===== config.mk =====
export PLATFORM = sky130hd
export DESIGN_NAME = tft_panel_timing_generator
export DESIGN_NICKNAME = d
export VERILOG_FILES = /design/src/tft_timing_pkg.sv /design/src/tft_panel_timing_generator.sv
export VERILOG_INCLUDE_DIRS = /design/src
export SDC_FILE = /design/constraint.sdc
export NUM_CORES = 1
export LEC_CHECK = 0
export BUFFER_PORTS_ARGS = -buffer_cell sky130_fd_sc_hd__buf_2
export CAP_MARGIN = 25
export CORE_AREA = 2 2 213 215
export CTS_CLUSTER_DIAMETER = 50
export CTS_CLUSTER_SIZE = 24
export DETAILED_ROUTE_END_ITERATION = 6
export DIE_AREA = 0 0 215 217
export PLACE_DENSITY_LB_ADDON = 0.2
export SLEW_MARGIN = 20
export SYNTH_ARGS = -nofsm -noshare
export SYNTH_HDL_FRONTEND = slang
export SYNTH_SLANG_ARGS = --single-unit

===== constraint.sdc =====
create_clock -name clk -period 21.6 [get_ports clk]
set_clock_uncertainty 0.1 [all_clocks]
set_input_delay 0 -clock clk [delete_from_list [all_inputs] [get_ports clk]]
set_output_delay 0 -clock clk [all_outputs]
set_load 0.005 [all_outputs]

===== src/tft_timing_defs.svh =====
// Purpose: Offsets, fields, reset values and pulse counts of the TFT timing block
// Assumes: Included by bare name from the package and the design
// Notes:   Pulse counts are in pixel clocks or lines
`ifndef TFT_TIMING_DEFS_SVH
`define TFT_TIMING_DEFS_SVH

`define OFF_PANEL    8'h0C
`define OFF_HTOTAL   8'h20
`define OFF_HDISP    8'h24
`define OFF_HSTART   8'h28
`define OFF_LINE     8'h2C
`define OFF_VTOTAL   8'h30
`define OFF_VDISP    8'h34
`define OFF_FRAME    8'h3C
`define OFF_CTRL     8'h40
`define OFF_STATUS   8'h44

`define IDX_PANEL    4'h0
`define IDX_HTOTAL   4'h1
`define IDX_HDISP    4'h2
`define IDX_HSTART   4'h3
`define IDX_LINE     4'h4
`define IDX_VTOTAL   4'h5
`define IDX_VDISP    4'h6
`define IDX_FRAME    4'h7
`define IDX_CTRL     4'h8
`define IDX_STATUS   4'h9
`define IDX_NONE     4'hF
`define RW_COUNT     4'h9

`define MASK_PANEL   32'h0000_0003
`define MASK_H7      32'h0000_007F
`define MASK_P10     32'h0000_03FF
`define MASK_LINE    32'h00FF_03FF
`define MASK_FRAME   32'h0087_03FF
`define MASK_CTRL    32'h0000_0001
`define REG_RESET    32'h0000_0000

`define PANEL_MSB    1
`define PANEL_LSB    0
`define H7_MSB       6
`define P10_MSB      9
`define HPW_MSB      22
`define HPW_LSB      16
`define VPW_MSB      18
`define VPW_LSB      16
`define POL_BIT      23
`define DIRECT_BIT   0

`define HPS_ADD      11'h001
`define DISPLAY_START_POSITION_ADD     11'h005
`define TOTAL_ADD    8'h01
`define HPW_ADD      8'h01
`define VPW_ADD      4'h1
`define DE_MAX       11'h0FA

`define S_LEAD       11'h004
`define S3_DELAY     11'h004
`define S_WIDTH      11'h088
`define S2_LEAD      11'h00A
`define ALT1_START   11'h005
`define ALT1_LINES   11'h004
`define ALT0_START   11'h028
`define ALT0_LINES   11'h0A2
`define ALT1_PULSE   11'h030
`define ALT1_GAP     11'h028
`define ALT0_LOW     11'h018

`endif


===== src/tft_timing_pkg.sv =====
// Purpose: Types shared by the TFT timing block
// Assumes: Nothing beyond the defs header
// Notes:   Frame, line, enable and strobe pins travel together as one struct
`include "tft_timing_defs.svh"
package tft_timing_pkg;
	typedef enum logic [1:0] {
		PANEL_PASSIVE = 2'b00,
		PANEL_TFT     = 2'b01,
		PANEL_RSVD2   = 2'b10,
		PANEL_RSVD3   = 2'b11
	} panel_kind_type;

	typedef struct packed {
		logic       frameSync;
		logic       lineSync;
		logic       dataEnableStrobe;
		logic [3:0] strobe;
	} panel_out_type;
endpackage


===== src/tft_panel_timing_generator.sv =====
// Purpose: TFT frame, line, shift clock and data-enable timing with
//          direct-drive panel strobes, registers over AHB-Lite
// Assumes: PIX_DIV >= 2; one clock; pixel source on the same clock
// Notes:   In TFT mode, panel pins other than the shift clock change only on the pixel enable
`include "tft_timing_defs.svh"
module tft_panel_timing_generator #(
	parameter int unsigned PIX_DIV = 2,
	parameter int unsigned DATA_W  = 18
) (
	// System
	input  wire logic                          clk,
	input  wire logic                          rst_n,
	// AHB-Lite slave
	input  wire logic                          hsel,
	input  wire logic [31:0]                   haddr,
	input  wire logic [1:0]                    htrans,
	input  wire logic                          hwrite,
	input  wire logic [2:0]                    hsize,
	input  wire logic [31:0]                   hwdata,
	input  wire logic                          hready,
	output logic                               hreadyout,
	output logic                               hresp,
	output logic [31:0]                        hrdata,
	// Pixel source
	input  wire logic [DATA_W-1:0]             pixelData,
	output logic                               pixelTake,
	// Panel
	output logic                               shiftClock,
	output tft_timing_pkg::panel_out_type      panel,
	output logic [DATA_W-1:0]                  panelData
);
	import tft_timing_pkg::*;

	logic [31:0] regs [0:8];
	logic        wrPend;
	logic [3:0]  wrIdx;
	logic [3:0]  addrIdx;
	logic        addrTake;
	logic [31:0] rdValue;
	logic [7:0]  divCnt;
	logic [7:0]  next_divCnt;
	logic        pixEn;
	logic [10:0] hCount;
	logic [10:0] vCount;
	logic        hEnd;
	logic        vEnd;
	logic [10:0] htClk;
	logic [10:0] vtLines;
	logic [10:0] line_start_position;
	logic [10:0] display_start_position;
	logic [10:0] display_period;
	logic [10:0] frame_start_line;
	logic [7:0]  line_pulse_width;
	logic [3:0]  frame_pulse_lines;
	logic        linePol;
	logic        framePol;
	logic        tftMode;
	logic        directDrive;
	logic [10:0] lineRise;
	logic [10:0] frameFall;
	logic [10:0] hStrOff;
	logic [10:0] hS2Off;
	logic [10:0] vAltOff;
	logic        lineAct;
	logic        frameAct;
	logic        deAct;
	logic        alt1;
	logic        alt0;
	logic        win136;
	logic        s1Alt;
	logic        s0Alt;
	logic        s2Hit;

	// Distance from b forward to a, modulo t
	function automatic logic [10:0] wrapDiff(input logic [10:0] a, input logic [10:0] b,
		input logic [10:0] t);
		logic [11:0] d;
		d = {1'b0, a} - {1'b0, b};
		if (d[11]) begin
			d = d + {1'b0, t};
		end
		return d[10:0];
	endfunction

	function automatic logic [10:0] wrapSum(input logic [10:0] a, input logic [10:0] b,
		input logic [10:0] t);
		logic [11:0] s;
		s = {1'b0, a} + {1'b0, b};
		if (s >= {1'b0, t}) begin
			s = s - {1'b0, t};
		end
		return s[10:0];
	endfunction

	// Upper address bits alias; unmapped offsets read zero
	function automatic logic [3:0] decode(input logic [7:0] off);
		case (off)
			`OFF_PANEL:  return `IDX_PANEL;
			`OFF_HTOTAL: return `IDX_HTOTAL;
			`OFF_HDISP:  return `IDX_HDISP;
			`OFF_HSTART: return `IDX_HSTART;
			`OFF_LINE:   return `IDX_LINE;
			`OFF_VTOTAL: return `IDX_VTOTAL;
			`OFF_VDISP:  return `IDX_VDISP;
			`OFF_FRAME:  return `IDX_FRAME;
			`OFF_CTRL:   return `IDX_CTRL;
			`OFF_STATUS: return `IDX_STATUS;
			default:     return `IDX_NONE;
		endcase
	endfunction

	function automatic logic [31:0] regMask(input logic [3:0] idx);
		case (idx)
			`IDX_PANEL:  return `MASK_PANEL;
			`IDX_HTOTAL: return `MASK_H7;
			`IDX_HDISP:  return `MASK_H7;
			`IDX_LINE:   return `MASK_LINE;
			`IDX_FRAME:  return `MASK_FRAME;
			`IDX_CTRL:   return `MASK_CTRL;
			default:     return `MASK_P10;
		endcase
	endfunction

	// Bus: zero wait states, always OKAY
	assign hreadyout = 1'b1;
	assign hresp     = 1'b0;
	assign addrTake  = hsel && hready && htrans[1];
	assign addrIdx   = decode(haddr[7:0]);

	always_ff @(posedge clk) begin
		if (!rst_n) begin
			wrPend <= 1'b0;
			wrIdx  <= `IDX_NONE;
		end else begin
			wrPend <= addrTake && hwrite && (addrIdx < `RW_COUNT);
			wrIdx  <= addrIdx;
		end
	end

	always_ff @(posedge clk) begin
		if (!rst_n) begin
			for (int i = 0; i < 9; i++) begin
				regs[i] <= `REG_RESET;
			end
		end else if (wrPend) begin
			regs[wrIdx] <= hwdata & regMask(wrIdx);
		end
	end

	// Read right behind a write to the same word sees the new data
	always_comb begin
		rdValue = 32'h0000_0000;
		if (addrIdx == `IDX_STATUS) begin
			rdValue = {5'h00, vCount, 5'h00, hCount};
		end else if (addrIdx < `RW_COUNT) begin
			if (wrPend && wrIdx == addrIdx) begin
				rdValue = hwdata & regMask(addrIdx);
			end else begin
				rdValue = regs[addrIdx];
			end
		end
	end

	always_ff @(posedge clk) begin
		if (!rst_n) begin
			hrdata <= 32'h0000_0000;
		end else if (addrTake && !hwrite) begin
			hrdata <= rdValue;
		end
	end

	// Decoded timing fields
	assign tftMode     = regs[`IDX_PANEL][`PANEL_MSB:`PANEL_LSB] == PANEL_TFT;
	assign htClk       = {({1'b0, regs[`IDX_HTOTAL][`H7_MSB:0]} + `TOTAL_ADD), 3'b000};
	assign display_period         = {({1'b0, regs[`IDX_HDISP][`H7_MSB:0]} + `TOTAL_ADD), 3'b000};
	assign line_start_position         = {1'b0, regs[`IDX_LINE][`P10_MSB:0]} + `HPS_ADD;
	assign display_start_position        = {1'b0, regs[`IDX_HSTART][`P10_MSB:0]} + `DISPLAY_START_POSITION_ADD;
	assign line_pulse_width         = {1'b0, regs[`IDX_LINE][`HPW_MSB:`HPW_LSB]} + `HPW_ADD;
	assign vtLines     = {1'b0, regs[`IDX_VTOTAL][`P10_MSB:0]} + `HPS_ADD;
	assign frame_start_line         = {1'b0, regs[`IDX_FRAME][`P10_MSB:0]};
	assign frame_pulse_lines         = {1'b0, regs[`IDX_FRAME][`VPW_MSB:`VPW_LSB]} + `VPW_ADD;
	assign linePol     = regs[`IDX_LINE][`POL_BIT];
	assign framePol    = regs[`IDX_FRAME][`POL_BIT];
	assign directDrive = regs[`IDX_CTRL][`DIRECT_BIT];

	// Pixel enable divider and shift clock
	assign pixEn       = tftMode && (divCnt == 8'(PIX_DIV - 1));
	assign next_divCnt = pixEn ? 8'h00 : divCnt + 8'h01;

	always_ff @(posedge clk) begin
		if (!rst_n || !tftMode) begin
			divCnt <= 8'h00;
		end else begin
			divCnt <= next_divCnt;
		end
	end

	// Rises with each data change, falls mid-pixel where the panel samples
	always_ff @(posedge clk) begin
		if (!rst_n) begin
			shiftClock <= 1'b0;
		end else begin
			shiftClock <= tftMode && (next_divCnt < 8'(PIX_DIV / 2));
		end
	end

	// Raster counters; >= lets a shrunk total recover at once
	assign hEnd = hCount >= htClk - 11'h001;
	assign vEnd = vCount >= vtLines - 11'h001;

	always_ff @(posedge clk) begin
		if (!rst_n || !tftMode) begin
			hCount <= 11'h000;
			vCount <= 11'h000;
		end else if (pixEn) begin
			if (hEnd) begin
				hCount <= 11'h000;
				vCount <= vEnd ? 11'h000 : vCount + 11'h001;
			end else begin
				hCount <= hCount + 11'h001;
			end
		end
	end

	// Pulse windows, all modulo the totals
	assign lineAct  = wrapDiff(hCount, line_start_position, htClk) < {3'h0, line_pulse_width};
	assign deAct    = wrapDiff(hCount, display_start_position, htClk) < display_period;
	assign frameAct = wrapDiff(vCount, frame_start_line, vtLines) < {7'h00, frame_pulse_lines};
	// Frame changes at pixel 0, so line edge trails it by the line start
	assign lineRise  = linePol ? line_start_position : wrapSum(line_start_position, {3'h0, line_pulse_width}, htClk);
	assign frameFall = framePol ? wrapSum(frame_start_line, {7'h00, frame_pulse_lines}, vtLines) : frame_start_line;
	assign hStrOff   = wrapDiff(hCount, wrapDiff(lineRise, `S_LEAD, htClk), htClk);
	assign hS2Off    = wrapDiff(hCount, wrapDiff(lineRise, `S2_LEAD, htClk), htClk);
	assign vAltOff   = wrapDiff(vCount, frameFall, vtLines);
	assign s2Hit     = pixEn && directDrive && (hS2Off == 11'h000);
	assign win136    = hStrOff < `S_WIDTH;
	assign alt1      = vAltOff >= `ALT1_START && vAltOff < `ALT1_START + `ALT1_LINES;
	assign alt0      = vAltOff >= `ALT0_START && vAltOff < `ALT0_START + `ALT0_LINES;
	assign s1Alt     = hStrOff < `ALT1_PULSE || (hStrOff >= `ALT1_PULSE + `ALT1_GAP &&
		hStrOff < `ALT1_PULSE + `ALT1_PULSE + `ALT1_GAP);
	assign s0Alt     = hStrOff < `ALT0_LOW;

	// Panel pins; pin equals activity when the polarity bit is one
	always_ff @(posedge clk) begin
		if (!rst_n) begin
			panel <= '0;
		end else if (!tftMode) begin
			panel.frameSync        <= ~framePol;
			panel.lineSync         <= ~linePol;
			panel.dataEnableStrobe <= 1'b0;
			panel.strobe           <= 4'h0;
		end else if (pixEn) begin
			panel.frameSync        <= frameAct ~^ framePol;
			panel.lineSync         <= lineAct ~^ linePol;
			panel.dataEnableStrobe <= deAct;
			if (directDrive) begin
				panel.strobe[3] <= hStrOff == `S_LEAD + `S3_DELAY;
				panel.strobe[1] <= alt1 ? s1Alt : win136;
				panel.strobe[0] <= alt0 ? ~s0Alt : ~win136;
				if (s2Hit) begin
					panel.strobe[2] <= ~panel.strobe[2];
				end
			end else begin
				panel.strobe <= 4'h0;
			end
		end
	end

	// Source hands over a pixel with each enabled display pixel
	assign pixelTake = pixEn && deAct;

	always_ff @(posedge clk) begin
		if (!rst_n) begin
			panelData <= '0;
		end else if (pixEn) begin
			panelData <= deAct ? pixelData : '0;
		end
	end
endmodule


* Word-level counts from Yosys, hierarchy flattened *
Memories as Yosys holds them, arrays and structs flattened.
Cells that the tools add are included.

operators by class
  add/sub/neg operators = 32
  $lt $le $gt $ge = 17
  eq/ne operators = 27
  mux-type cells = 40
  bitwise operators = 9
  reductions and logical operators = 28

operator list
  cell                                                  count
  2-to-1 mux 32 bit                                     9
  one-hot mux 24 bit (5 select lines)                   2
  2-to-1 mux 11 bit                                     14
  adder 11 bit                                          8
  AND 32 bit                                            2
  subtractor 11 x 11 -> 12 bit                          5
  == test 8 x 6 -> 1 bit (second input constant)        7
  one-hot mux 4 bit (10 select lines)                   1
  greater-or-equal comparator 11 bit                    3
  OR reduction 32 bit                                   1
  adder 7 x 1 -> 8 bit (second input constant)          3
  adder 10 x 1 -> 11 bit (second input constant)        2
  adder 11 x 1 -> 11 bit (second input constant)        2
  < comparator 11 x 8 -> 1 bit (second input constant)  2
  subtractor 11 x 1 -> 11 bit (second input constant)   2
  subtractor 11 bit                                     2
  2-to-1 mux 18 bit                                     1
  == test 4 x 3 -> 1 bit (second input constant)        4
  == test 8 x 7 -> 1 bit (second input constant)        2
  logical AND 1 bit                                     14
  2-to-1 mux 7 bit                                      2
  adder 11 x 8 -> 12 bit                                1
  == test 4 bit (second input constant)                 3
  greater-or-equal comparator 12 x 11 -> 1 bit          1
  38 further kinds                                      60

storage, ports and cells
  flip-flop bits (word level) = 93
  bits in writable memories = 288
  input bits = 92
  output and inout port bits = 61
  logic and storage cells = 167
  memories = 1

memories
  memory  words  bits a word  read ports  clocked after memory_dff  write ports  line                              RTL
  regs    9      32           9           0                         9            tft_panel_timing_generator.sv:34  logic [31:0] regs [0:8];

* Longest topological paths before layout *
Gate-level depths: netlist of run 1.
An unclocked memory read counts as a cell.

  word-level depth = 19
  depth in mapped cells = 43

* Worst setup path before layout of run 1 *
OpenSTA, ideal clock, no wires.

  path type = reg-to-reg
  from = memory regs[4][0]
  to = register panel[2] in the netlist's numbering
  library setup time = 0.116 ns
  arrival time = 8.337 ns
  required time = 21.384 ns
  setup slack = 13.047 ns
  stages on the path, launching flop included = 40
  path buffers = 0
  clock period less this slack = 8.553 ns
  cell sequence = edfxtp_1 and3_4 and3_1 xnor2_1 inv_1 ha_1 nor2_1 and4b_1 a22o_2 xnor2_1 ha_1 nand4b_1 nor4b_1 or3_1 o221a_2 o21ai_0 a31oi_1 inv_1 [4 not listed] a21o_1 a21oi_1 o21bai_1 a21oi_1 o21bai_1 a21oi_1 xnor2_1 nor4_1 or4b_1 o211a_1 ha_1 or4b_2 o2111ai_1 a211o_1 nor3b_1 a311oi_1 xor2_1 nor2_1

RTL lines
  item                line                              RTL
  start: declaration  tft_panel_timing_generator.sv:34
  end: declaration    tft_panel_timing_generator.sv:29  output tft_timing_pkg::panel_out_type panel,

==> flow_metrics.tcl, run 1 <==
set metrics [dict create \
    status "completed" \
    synthArstFlopShare_pct 0 \
    place_area_um2 23400 \
    synthTopCellsByCount "nor2_1 (310), ha_1 (210), edfxtp_1 (198), inv_1 (164), xnor2_1 (140)" \
    swShare_pct 32.1 \
    synth_top_area_cell "edfxtp_1" \
    cp_max_fo 7 \
    max_stage_delay_ps 600 \
    crit_top_cell "ha_1" \
    setup_violations 0 \
    final_antenna_net_count 0 \
    yosysTopAreaCellShare_pct 27.1 \
    fmax_ghz 0.0980 \
    die-area_um2 46700 \
    layout-drive-gt1-share_pct 9.88 \
    synth_area_um2 21900 \
    drt_iter0_drc 1504 \
    p_int_mw 1.03 \
    hp-class "primary input to flop" \
    ios 153 \
    synth_seq_cells 281 \
    drt-total-wl_um 68700 \
    max-vdd-ir-drop_uv 72.4 \
    row_count 78 \
    numClockSinks 281 \
    tightest_slew_ps 1060 \
    nets 2937 \
    cts-resized-gates 0 \
    start_kind "flop" \
    yosys.cell_count.top_type "nor2_1" \
    htreeDepth 1 \
    stdcell_count 3242 \
    fin_area_um2 24900 \
    rsz0062_at_grt "no" \
    synth.area.top_cells "edfxtp_1 (27%), ha_1 (12%), dfxtp_1 (7.6%)" \
    drc 0 \
    crit_type "flop to flop" \
    gpl.final_weighted_congestion 0.931 \
    grt_pass1_wl_um 105000 \
    clkPwrFrac_pct 34.5 \
    clock_latency_ps 600 \
    via_count 19199 \
    vias_per_cell 5.92 \
    cts_buffers 29 \
    synth_warnings 0 \
    die_h_um 217 \
    synth.distinct_cells 106 \
    cts_hold_buf 51 \
    max-slew-margin-rel_pct 28.8 \
    holdPathStages 4 \
    coreArea_um2 44700 \
    syn-instance-count 2405 \
    slew_viol_final 0 \
    crit_required_ps 21970 \
    final.setup.tns_ps 0 \
    rr_worst_depth 40 \
    dp_hpwl_um 51900 \
    pwr-share-comb_pct 25.6 \
    syn2layout_area_growth_pct 13.6 \
    p_per_area_nw_per_um2 60.8 \
    grt.total_usage_pct 28.9 \
    cts_root_buf "clkbuf_16" \
    cts_setup_buffers 0 \
    leakage_nw 10.4 \
    synth_flop_cell "edfxtp_1" \
    die_w_um 215 \
    dr.pass1.iters 5 \
    grt_max_degree 45 \
    clockBufferDepth 3 \
    grt_pass1_vias 18572 \
    cts_tree "done" \
    fin_crit_ps 10210 \
    seq_power_share_pct 39.9 \
    utilization_pct 55.7 \
    overflow 0 \
    place_inst 3136 \
    crit_path_end_kind "flop" \
    finalHoldViolations 0 \
    path_clk_slew_ps 80 \
    synth-edff-count 198 \
    p_sw_uw 485 \
    initial_core_util_pct 49.0 \
    slowest_stage "or4b_2" \
    placement.io_buffers 98 \
    grt_antenna_before_repair 1 \
    yosysSeqAreaShare_pct 34.7 \
    routedWlPerCell_um 21.2 \
    maxCapViolations 0 \
    arrival_ps 10570 \
    avgSynthCellArea_um2 9.11 \
    finalCritPeriodShare_pct 47.3 \
]
==> stage by stage <==
step	setup WS, ps	hold slack, ps	total power [mW]
CTS	11430	19.3	1.51
global route	10530	68.2	1.58
finish	11390	47.4	1.51
global placement	11670	156	0.975
detailed placement	11500	167	0.988
floorplan	13050	-1.13	0.902
==> layout by cell type (no fill, tap or decap), types with 12 or more instances in the layout <==
cell	n
o31ai_1	29
nor4_1	14
nor2_1	310
a32oi_1	23
inv_1	164
o21ai_0	103
conb_1	95
edfxtp_1	198
nand2b_1	18
mux2_2	23
and3_1	35
dfxtp_1	83
o21a_1	24
dlygate4sd3_1	51
nor2b_1	28
nand3_1	64
xor2_1	64
nand4_1	21
o31a_1	13
clkbuf_16	29
nand2_1	130
o21bai_1	25
or3_1	25
fa_1	17
nor3_1	61
o22ai_1	60
a21o_1	31
xnor2_1	140
nor3b_1	12
buf_2	98
and2_1	15
a21oi_1	128
ha_1	210
buf_4	30
mux2i_1	21
a31oi_1	17
==> area by class of cell <==
class	instances	area, µm²
clock inverter	25	279
timing repair buffer	179	1230
multi-input combinational	1960	13700
sequential	281	7610
clock buffer	29	726
tap	600	751
antenna	1	2.50
fill	4077	19800
inverter	167	627
==> layer usage <==
metal | up-vias | track usage [%] | routed length [µm]
li1 | 9149 | - | -
met1 | 9205 | 37.7 | 29200
met2 | 711 | 48.6 | 32100
met3 | 134 | 3.97 | 4500
met4 | 0 | 11.6 | 2900
met5 | - | 0 | 0
==> kinds of logic after synthesis <==
kind of cell               synth area share, %
xor gates and xnor gates                  8.75
AOI/OAI and AO/OA                         18.6
DFF                                       34.7
other                                   0.0343
adders and majority gates                 13.7
buffers and inverters                     4.65
muxes                                     2.28
and+or+nand+nor                           17.3
==> sequential cells by signal (all words and copies together) (netlist names) <==
signal / cells
divCnt: 8
hCount: 11
hrdata: 22
panel: 7
panelData: 18
regs: 198
shiftClock: 1
vCount: 11
wrIdx: 4
wrPend: 1
==> path summary, 6_finish.rpt <==
path | from | slack (ps) | to
worst min-delay path | haddr[5] | 50 | wrIdx[2]$_SDFF_PN1_
worst max-delay path | regs[4][16]$_SDFFCE_PN0P_ | 11390 | panel[2]$_SDFFE_PN0P_
worst min register to register | hrdata[24]$_SDFFE_PN0P_ | 350 | hrdata[24]$_SDFFE_PN0P_
worst max register to register | regs[4][16]$_SDFFCE_PN0P_ | 11390 | panel[2]$_SDFFE_PN0P_
==> power groups by stage <==
stage	clock network, mW	registers [mW]	logic (mW)
3_5_place_dp	0	0.616	0.372
3_3_place_gp	0	0.615	0.360
6_report	0.522	0.604	0.387
4_1_cts	0.527	0.604	0.382
5_1_grt	0.550	0.605	0.429
2_1_floorplan	0	0.611	0.291
==> worst max-delay path: cells and delay by family, from the launching register on <==
family,cells,cell delay [ps]
adders and majority gates,6,1950
DFF,1,550
and+or+nand+nor,9,2260
buffers and inverters,3,290
xor gates and xnor gates,5,1210
AOI/OAI and AO/OA,17,3710
Note: power is estimated with default switching activity, not from simulation.
==> run 2: changes to the inputs <==
Clock period 21.6 ns to 9.4 ns, I/O delays scaled along.
==> run 2 against run 1 <==
- count of clock-buffer cells in the layout shrank 2
- global-route usage shrank 0.098 points
- non-clock buffer count grew 22
- worst setup slack lost 11000 ps
- critical path type unchanged
- largest power group unchanged
==> flow_metrics.tcl, run 2 (synthesized netlist as in run 1, its figures left out) <==
set metrics [dict create \
    overflow 0 \
    tightest_slew_ps 1070 \
    start_kind "flop" \
    placement.io_buffers 98 \
    initial_core_util_pct 49.0 \
    grt_antenna_before_repair 2 \
    cts_root_buf "clkbuf_16" \
    place_ws_ps 212 \
    layout_common_cells "nor2_1 (306), ha_1 (207), edfxtp_1 (198)" \
    regMostFlops "regs" \
    gpl.final_weighted_congestion 0.972 \
    status "completed" \
    coreArea_um2 44700 \
    place_area_um2 23400 \
    crit_type "flop to flop" \
    cp_max_fo 7 \
    crit_path_end_kind "flop" \
    cts_tree "done" \
    slew_viol_final 0 \
    detailroute.wirelength.met2_um 32000 \
    die-area_um2 46700 \
    crit_required_ps 9720 \
    layout_commonest_cell "nor2_1" \
    layout-drive-gt1-share_pct 11.4 \
    vias_per_cell 5.97 \
    routedWlPerCell_um 21.1 \
    grt_pass1_vias 18459 \
    finalCritPeriodShare_pct 95.3 \
    grt.total_usage_pct 28.8 \
    fin_hold_ws_ps 27.1 \
    fin_ws_ps 440 \
    die_h_um 217 \
    arrival_ps 9280 \
    drt-total-wl_um 68800 \
    path_clk_slew_ps 80 \
    ios 153 \
    fin_crit_ps 8960 \
    multi_input_comb_area_um2 13900 \
    htreeDepth 1 \
    drt_iter0_drc 1680 \
    maxCapViolations 0 \
    drc 0 \
    syn2layout_area_growth_pct 15.1 \
    fillers 3987 \
    dr_wl_met3_um 4920 \
    leakage_nw 10.5 \
    max-vdd-ir-drop_uv 139 \
    finalHoldViolations 0 \
    regArea_um2 7610 \
    grt_pass1_wl_um 105000 \
    clockBufferDepth 3 \
    dr.pass1.iters 6 \
    clock_latency_ps 610 \
    max-slew-margin-rel_pct 27.8 \
    row_count 78 \
    fmax_ghz 0.112 \
    grt_max_degree 38 \
    slowest_stage "edfxtp_1" \
    die_w_um 215 \
    cts_buffers 27 \
    dp_hpwl_um 51900 \
    m1WireLength_um 29000 \
    reg.largest.list "regs x198, hrdata x22, panelData x18" \
    largest_reg_flops 198 \
    max_stage_delay_ps 490 \
    p_per_area_nw_per_um2 138 \
    nets 2957 \
    via_count 19481 \
    fin_area_um2 25200 \
    final_antenna_net_count 0 \
    top_layer "met4" \
    setup_violations 0 \
    numClockSinks 281 \
    hp-class "primary input to flop" \
]
[run 2: cell count changes in the layout (fill, tap and decap cells not counted), moves of 3 or more]
cell,change
a21oi_1,-5
a21oi_2,+4
buf_4,+20
ha_1,-3
nor2_1,-4
nor2_2,+4
xnor2_1,-3
xnor2_2,+3
[run 2: area by class of cell]
class / count / share of cell area [%]
Antenna cell: 2 / 0.0198
Clock inverter: 23 / 1.22
Tap cell: 600 / 2.98
Sequential cell: 281 / 30.1
Multi-Input combinational cell: 1960 / 54.9
Clock buffer: 27 / 2.68
Inverter: 167 / 2.48
Timing Repair Buffer: 201 / 5.54
[run 2: path summary, 6_finish.rpt]
path	from	end	slack, ps	depth (start not counted)
worst max-delay path	regs[4][0]$_SDFFCE_PN0P_	panel[1]$_SDFFE_PN0P_	440	35
worst max register to register	regs[4][0]$_SDFFCE_PN0P_	panel[1]$_SDFFE_PN0P_	440	35
worst min-delay path	hready	hrdata[23]$_SDFFE_PN0P_	30	6
worst min register to register	panel[1]$_SDFFE_PN0P_	panel[1]$_SDFFE_PN0P_	360	2
[run 2: where the power goes]
group	switching, mW	internal, mW	total, mW
Combinational	0.526	0.395	0.921
Sequential	0.0227	1.36	1.39
Clock	0.562	0.623	1.18
[run 2: timing repair]
item	in CTS	in global routing
setup buffers	0	10
endpoints found under the setup margin	0	4
endpoints found under the hold margin	160	0
hold buffers	52	0
gates resized for setup	0	34
[run 2: routing by layer]
layer	vias up	GRT usage, %
met2	817	48.9
met1	9316	37.6
met5	-	0
li1	9187	-
met3	161	3.72
met4	0	10.9
[run 2: per-stage QoR]
| step | TNS (ps) | total power [mW] | utilization (%) | instances |
|---|---|---|---|---|
| floorplan | 0 | 2.07 | - | 2498 |
| global placement | 0 | 2.25 | 52.5 | 3146 |
| detailed placement | 0 | 2.28 | 52.5 | 3146 |
| CTS | 0 | 3.47 | 55.8 | 3248 |
| global route | -20.4 | 3.65 | 56.4 | 3260 |
| finish | 0 | 3.49 | 56.4 | 3261 |
[run 2: worst max-delay path, delay by kind of cell, from the launching register on]
kind | cells | cell delay (ps)
multiplexers | 2 | 540
AO/OA/AOI/OAI | 12 | 2720
adder cells (fa/ha/maj) | 4 | 1430
XOR/XNOR | 3 | 420
AND/OR/NAND/NOR | 12 | 2730
flip-flops | 1 | 490
buffers and inverters | 2 | 330
==> run 3: changes to the inputs <==
Settings changed: GPL_TIMING_DRIVEN from default to 0.
Clock period 9.4 ns to 7.53 ns, I/O delays scaled along.
==> run 3 against run 2 <==
- the run now ends with setup timing left
- utilization is 4.0 points higher
- count of clock-buffer cells in the layout is 4 higher
- largest power group unchanged
- sequential share of layout area is 2.0 points lower
- final area is 7.0% higher
- worst setup slack worse by 1300 ps
- wire length is 10% higher
- maximum frequency is 6.4% higher
- cell count is 4.7% higher
==> flow_metrics.tcl, run 3 (synthesized netlist as in run 1, its figures left out) <==
set metrics [dict create \
    placement.io_buffers 97 \
    slew_viol_final 0 \
    die_w_um 215 \
    dp_hpwl_um 57300 \
    fin_ws_ps -888 \
    arrival_ps 8770 \
    htreeDepth 1 \
    via_count 20393 \
    finalHoldViolations 0 \
    cts_tree "done" \
    syn2layout_area_growth_pct 23.2 \
    grt_pass1_vias 19902 \
    reg.largest.list "regs x198, hrdata x22, panelData x18" \
    p_total_mw 4.58 \
    overflow 0 \
    maxCapViolations 0 \
    ios 153 \
    reg2reg_to "panel[2]$_SDFFE_PN0P_" \
    r2r_setup_slack_ps -890 \
    max-slew-margin-rel_pct 25.4 \
    slowest_stage "edfxtp_1" \
    r2r-start "regs[4][16]$_SDFFCE_PN0P_" \
    cp_max_fo 5 \
    routedWlPerCell_um 22.2 \
    grt_pass1_wl_um 113000 \
    hp-class "primary input to flop" \
    max-vdd-ir-drop_uv 218 \
    die-area_um2 46700 \
    clock_latency_ps 620 \
    fin_hold_ws_ps 70.3 \
    regMostFlops "regs" \
    grt_antenna_before_repair 2 \
    grt.total_usage_pct 31.4 \
    setup_violations 4 \
    rr_worst_depth 40 \
    status "complete, but fails checks" \
    layout_common_cells "nor2_1 (296), edfxtp_1 (198), ha_1 (181)" \
    gpl.final_weighted_congestion 0.981 \
    start_kind "flop" \
    nets 3110 \
    coreArea_um2 44700 \
    startpoint "regs[4][16]$_SDFFCE_PN0P_" \
    fmax_ghz 0.119 \
    finalCritPeriodShare_pct 112 \
    drt-total-wl_um 75700 \
    path_clk_slew_ps 80 \
    dr.pass1.iters 6 \
    rsz0062_at_grt "yes" \
    max_stage_delay_ps 510 \
    crit_path_end_kind "flop" \
    p_per_area_nw_per_um2 170 \
    diodes 0 \
    drt_iter0_drc 1689 \
    die_h_um 217 \
    vias_per_cell 5.98 \
    layout-drive-gt1-share_pct 18.4 \
    fin_crit_ps 8420 \
    violations "setup timing" \
    crit_type "flop to flop" \
    row_count 78 \
    grt_max_degree 19 \
    cts_root_buf "clkbuf_16" \
    crit_required_ps 7880 \
    drc 0 \
    leakage_nw 11.1 \
    final_antenna_net_count 0 \
    crit_end "panel[2]$_SDFFE_PN0P_" \
    initial_core_util_pct 49.0 \
    tightest_slew_ps 1120 \
    clockBufferDepth 3 \
    cts_buffers 28 \
    numClockSinks 281 \
    layout_commonest_cell "nor2_1" \
    largest_reg_flops 198 \
]
-- run 3: cell types whose count changed in the layout (fill, tap and decap cells not counted), sizes merged, moves of 3 or more --
cell / previous run / this run
clkbuf: 27 / 100
dlygate4sd3: 52 / 45
clkinvlp: 0 / 5
buf: 149 / 239
inv: 176 / 173
clkinv: 12 / 8
-- run 3: critical path: cells and delay by family (launching register included) --
kind	cells	cell delay, ps
AOI/OAI and AO/OA	18	3420
xor gates and xnor gates	6	1090
adders and majority gates	6	1590
buffers and inverters	3	210
DFF	1	510
and+or+nand+nor	7	1350
-- run 3: worst min-delay path by stage --
stage / startpoint / to / slack [ps] / cells past startpoint
floorplan: hwdata[0] / regs[10][0]$_DFFE_PP_ / -1 / 0
global placement: pixelData[13] / panelData[13]$_SDFFE_PN0P_ / 160 / 3
detailed placement: pixelData[16] / panelData[16]$_SDFFE_PN0P_ / 170 / 3
CTS: haddr[0] / hrdata[8]$_SDFFE_PN0P_ / 10 / 6
global route: haddr[5] / wrIdx[1]$_SDFF_PN1_ / 110 / 5
finish: haddr[0] / hrdata[8]$_SDFFE_PN0P_ / 70 / 6
-- run 3: routing by layer --
layer	part of all wire, %	GRT usage, %	wire length, µm
met5	0.017	0	13
met4	5.4	14.6	4110
met3	7.8	5.24	5910
met2	47	53.6	35400
met1	40	39.1	30300
-- run 3: power breakdown --
part / switching, mW / internal [mW]
Clock: 0.677 / 0.773
Combinational: 0.752 / 0.650
Sequential: 0.0284 / 1.70
-- run 3: repair_timing --
item                                   in CTS  in global routing
endpoints found under the hold margin     129                  0
pin swaps                                  61                 87
buffers inserted                           70                 46
setup endpoints to repair                   4                  4
resized for setup                          63                 73
hold buffers                               45                  0
-- run 3: final cells by class --
type	instances	area, µm²
inverter	167	629
timing repair buffer	266	1930
buffer	87	392
tap	600	751
clock buffer	31	722
multi-input combinational	1960	14700
clock inverter	21	243
fill	3843	17700
sequential	281	7610
-- run 3: through the flow --
| stage | std cells | util, % | setup WS (ps) | setup TNS (ps) | cell area [µm²] |
|---|---|---|---|---|---|
| global route | 3413 | 60.4 | -1170 | -4580 | 27000 |
| floorplan | 2498 | - | -157 | -525 | 22700 |
| global placement | 3195 | 53.5 | -1530 | -5710 | 23900 |
| detailed placement | 3203 | 53.8 | -1630 | -6120 | 24000 |
| CTS | 3369 | 58.9 | -878 | -3180 | 26300 |
| finish | 3413 | 60.4 | -888 | -3390 | 27000 |
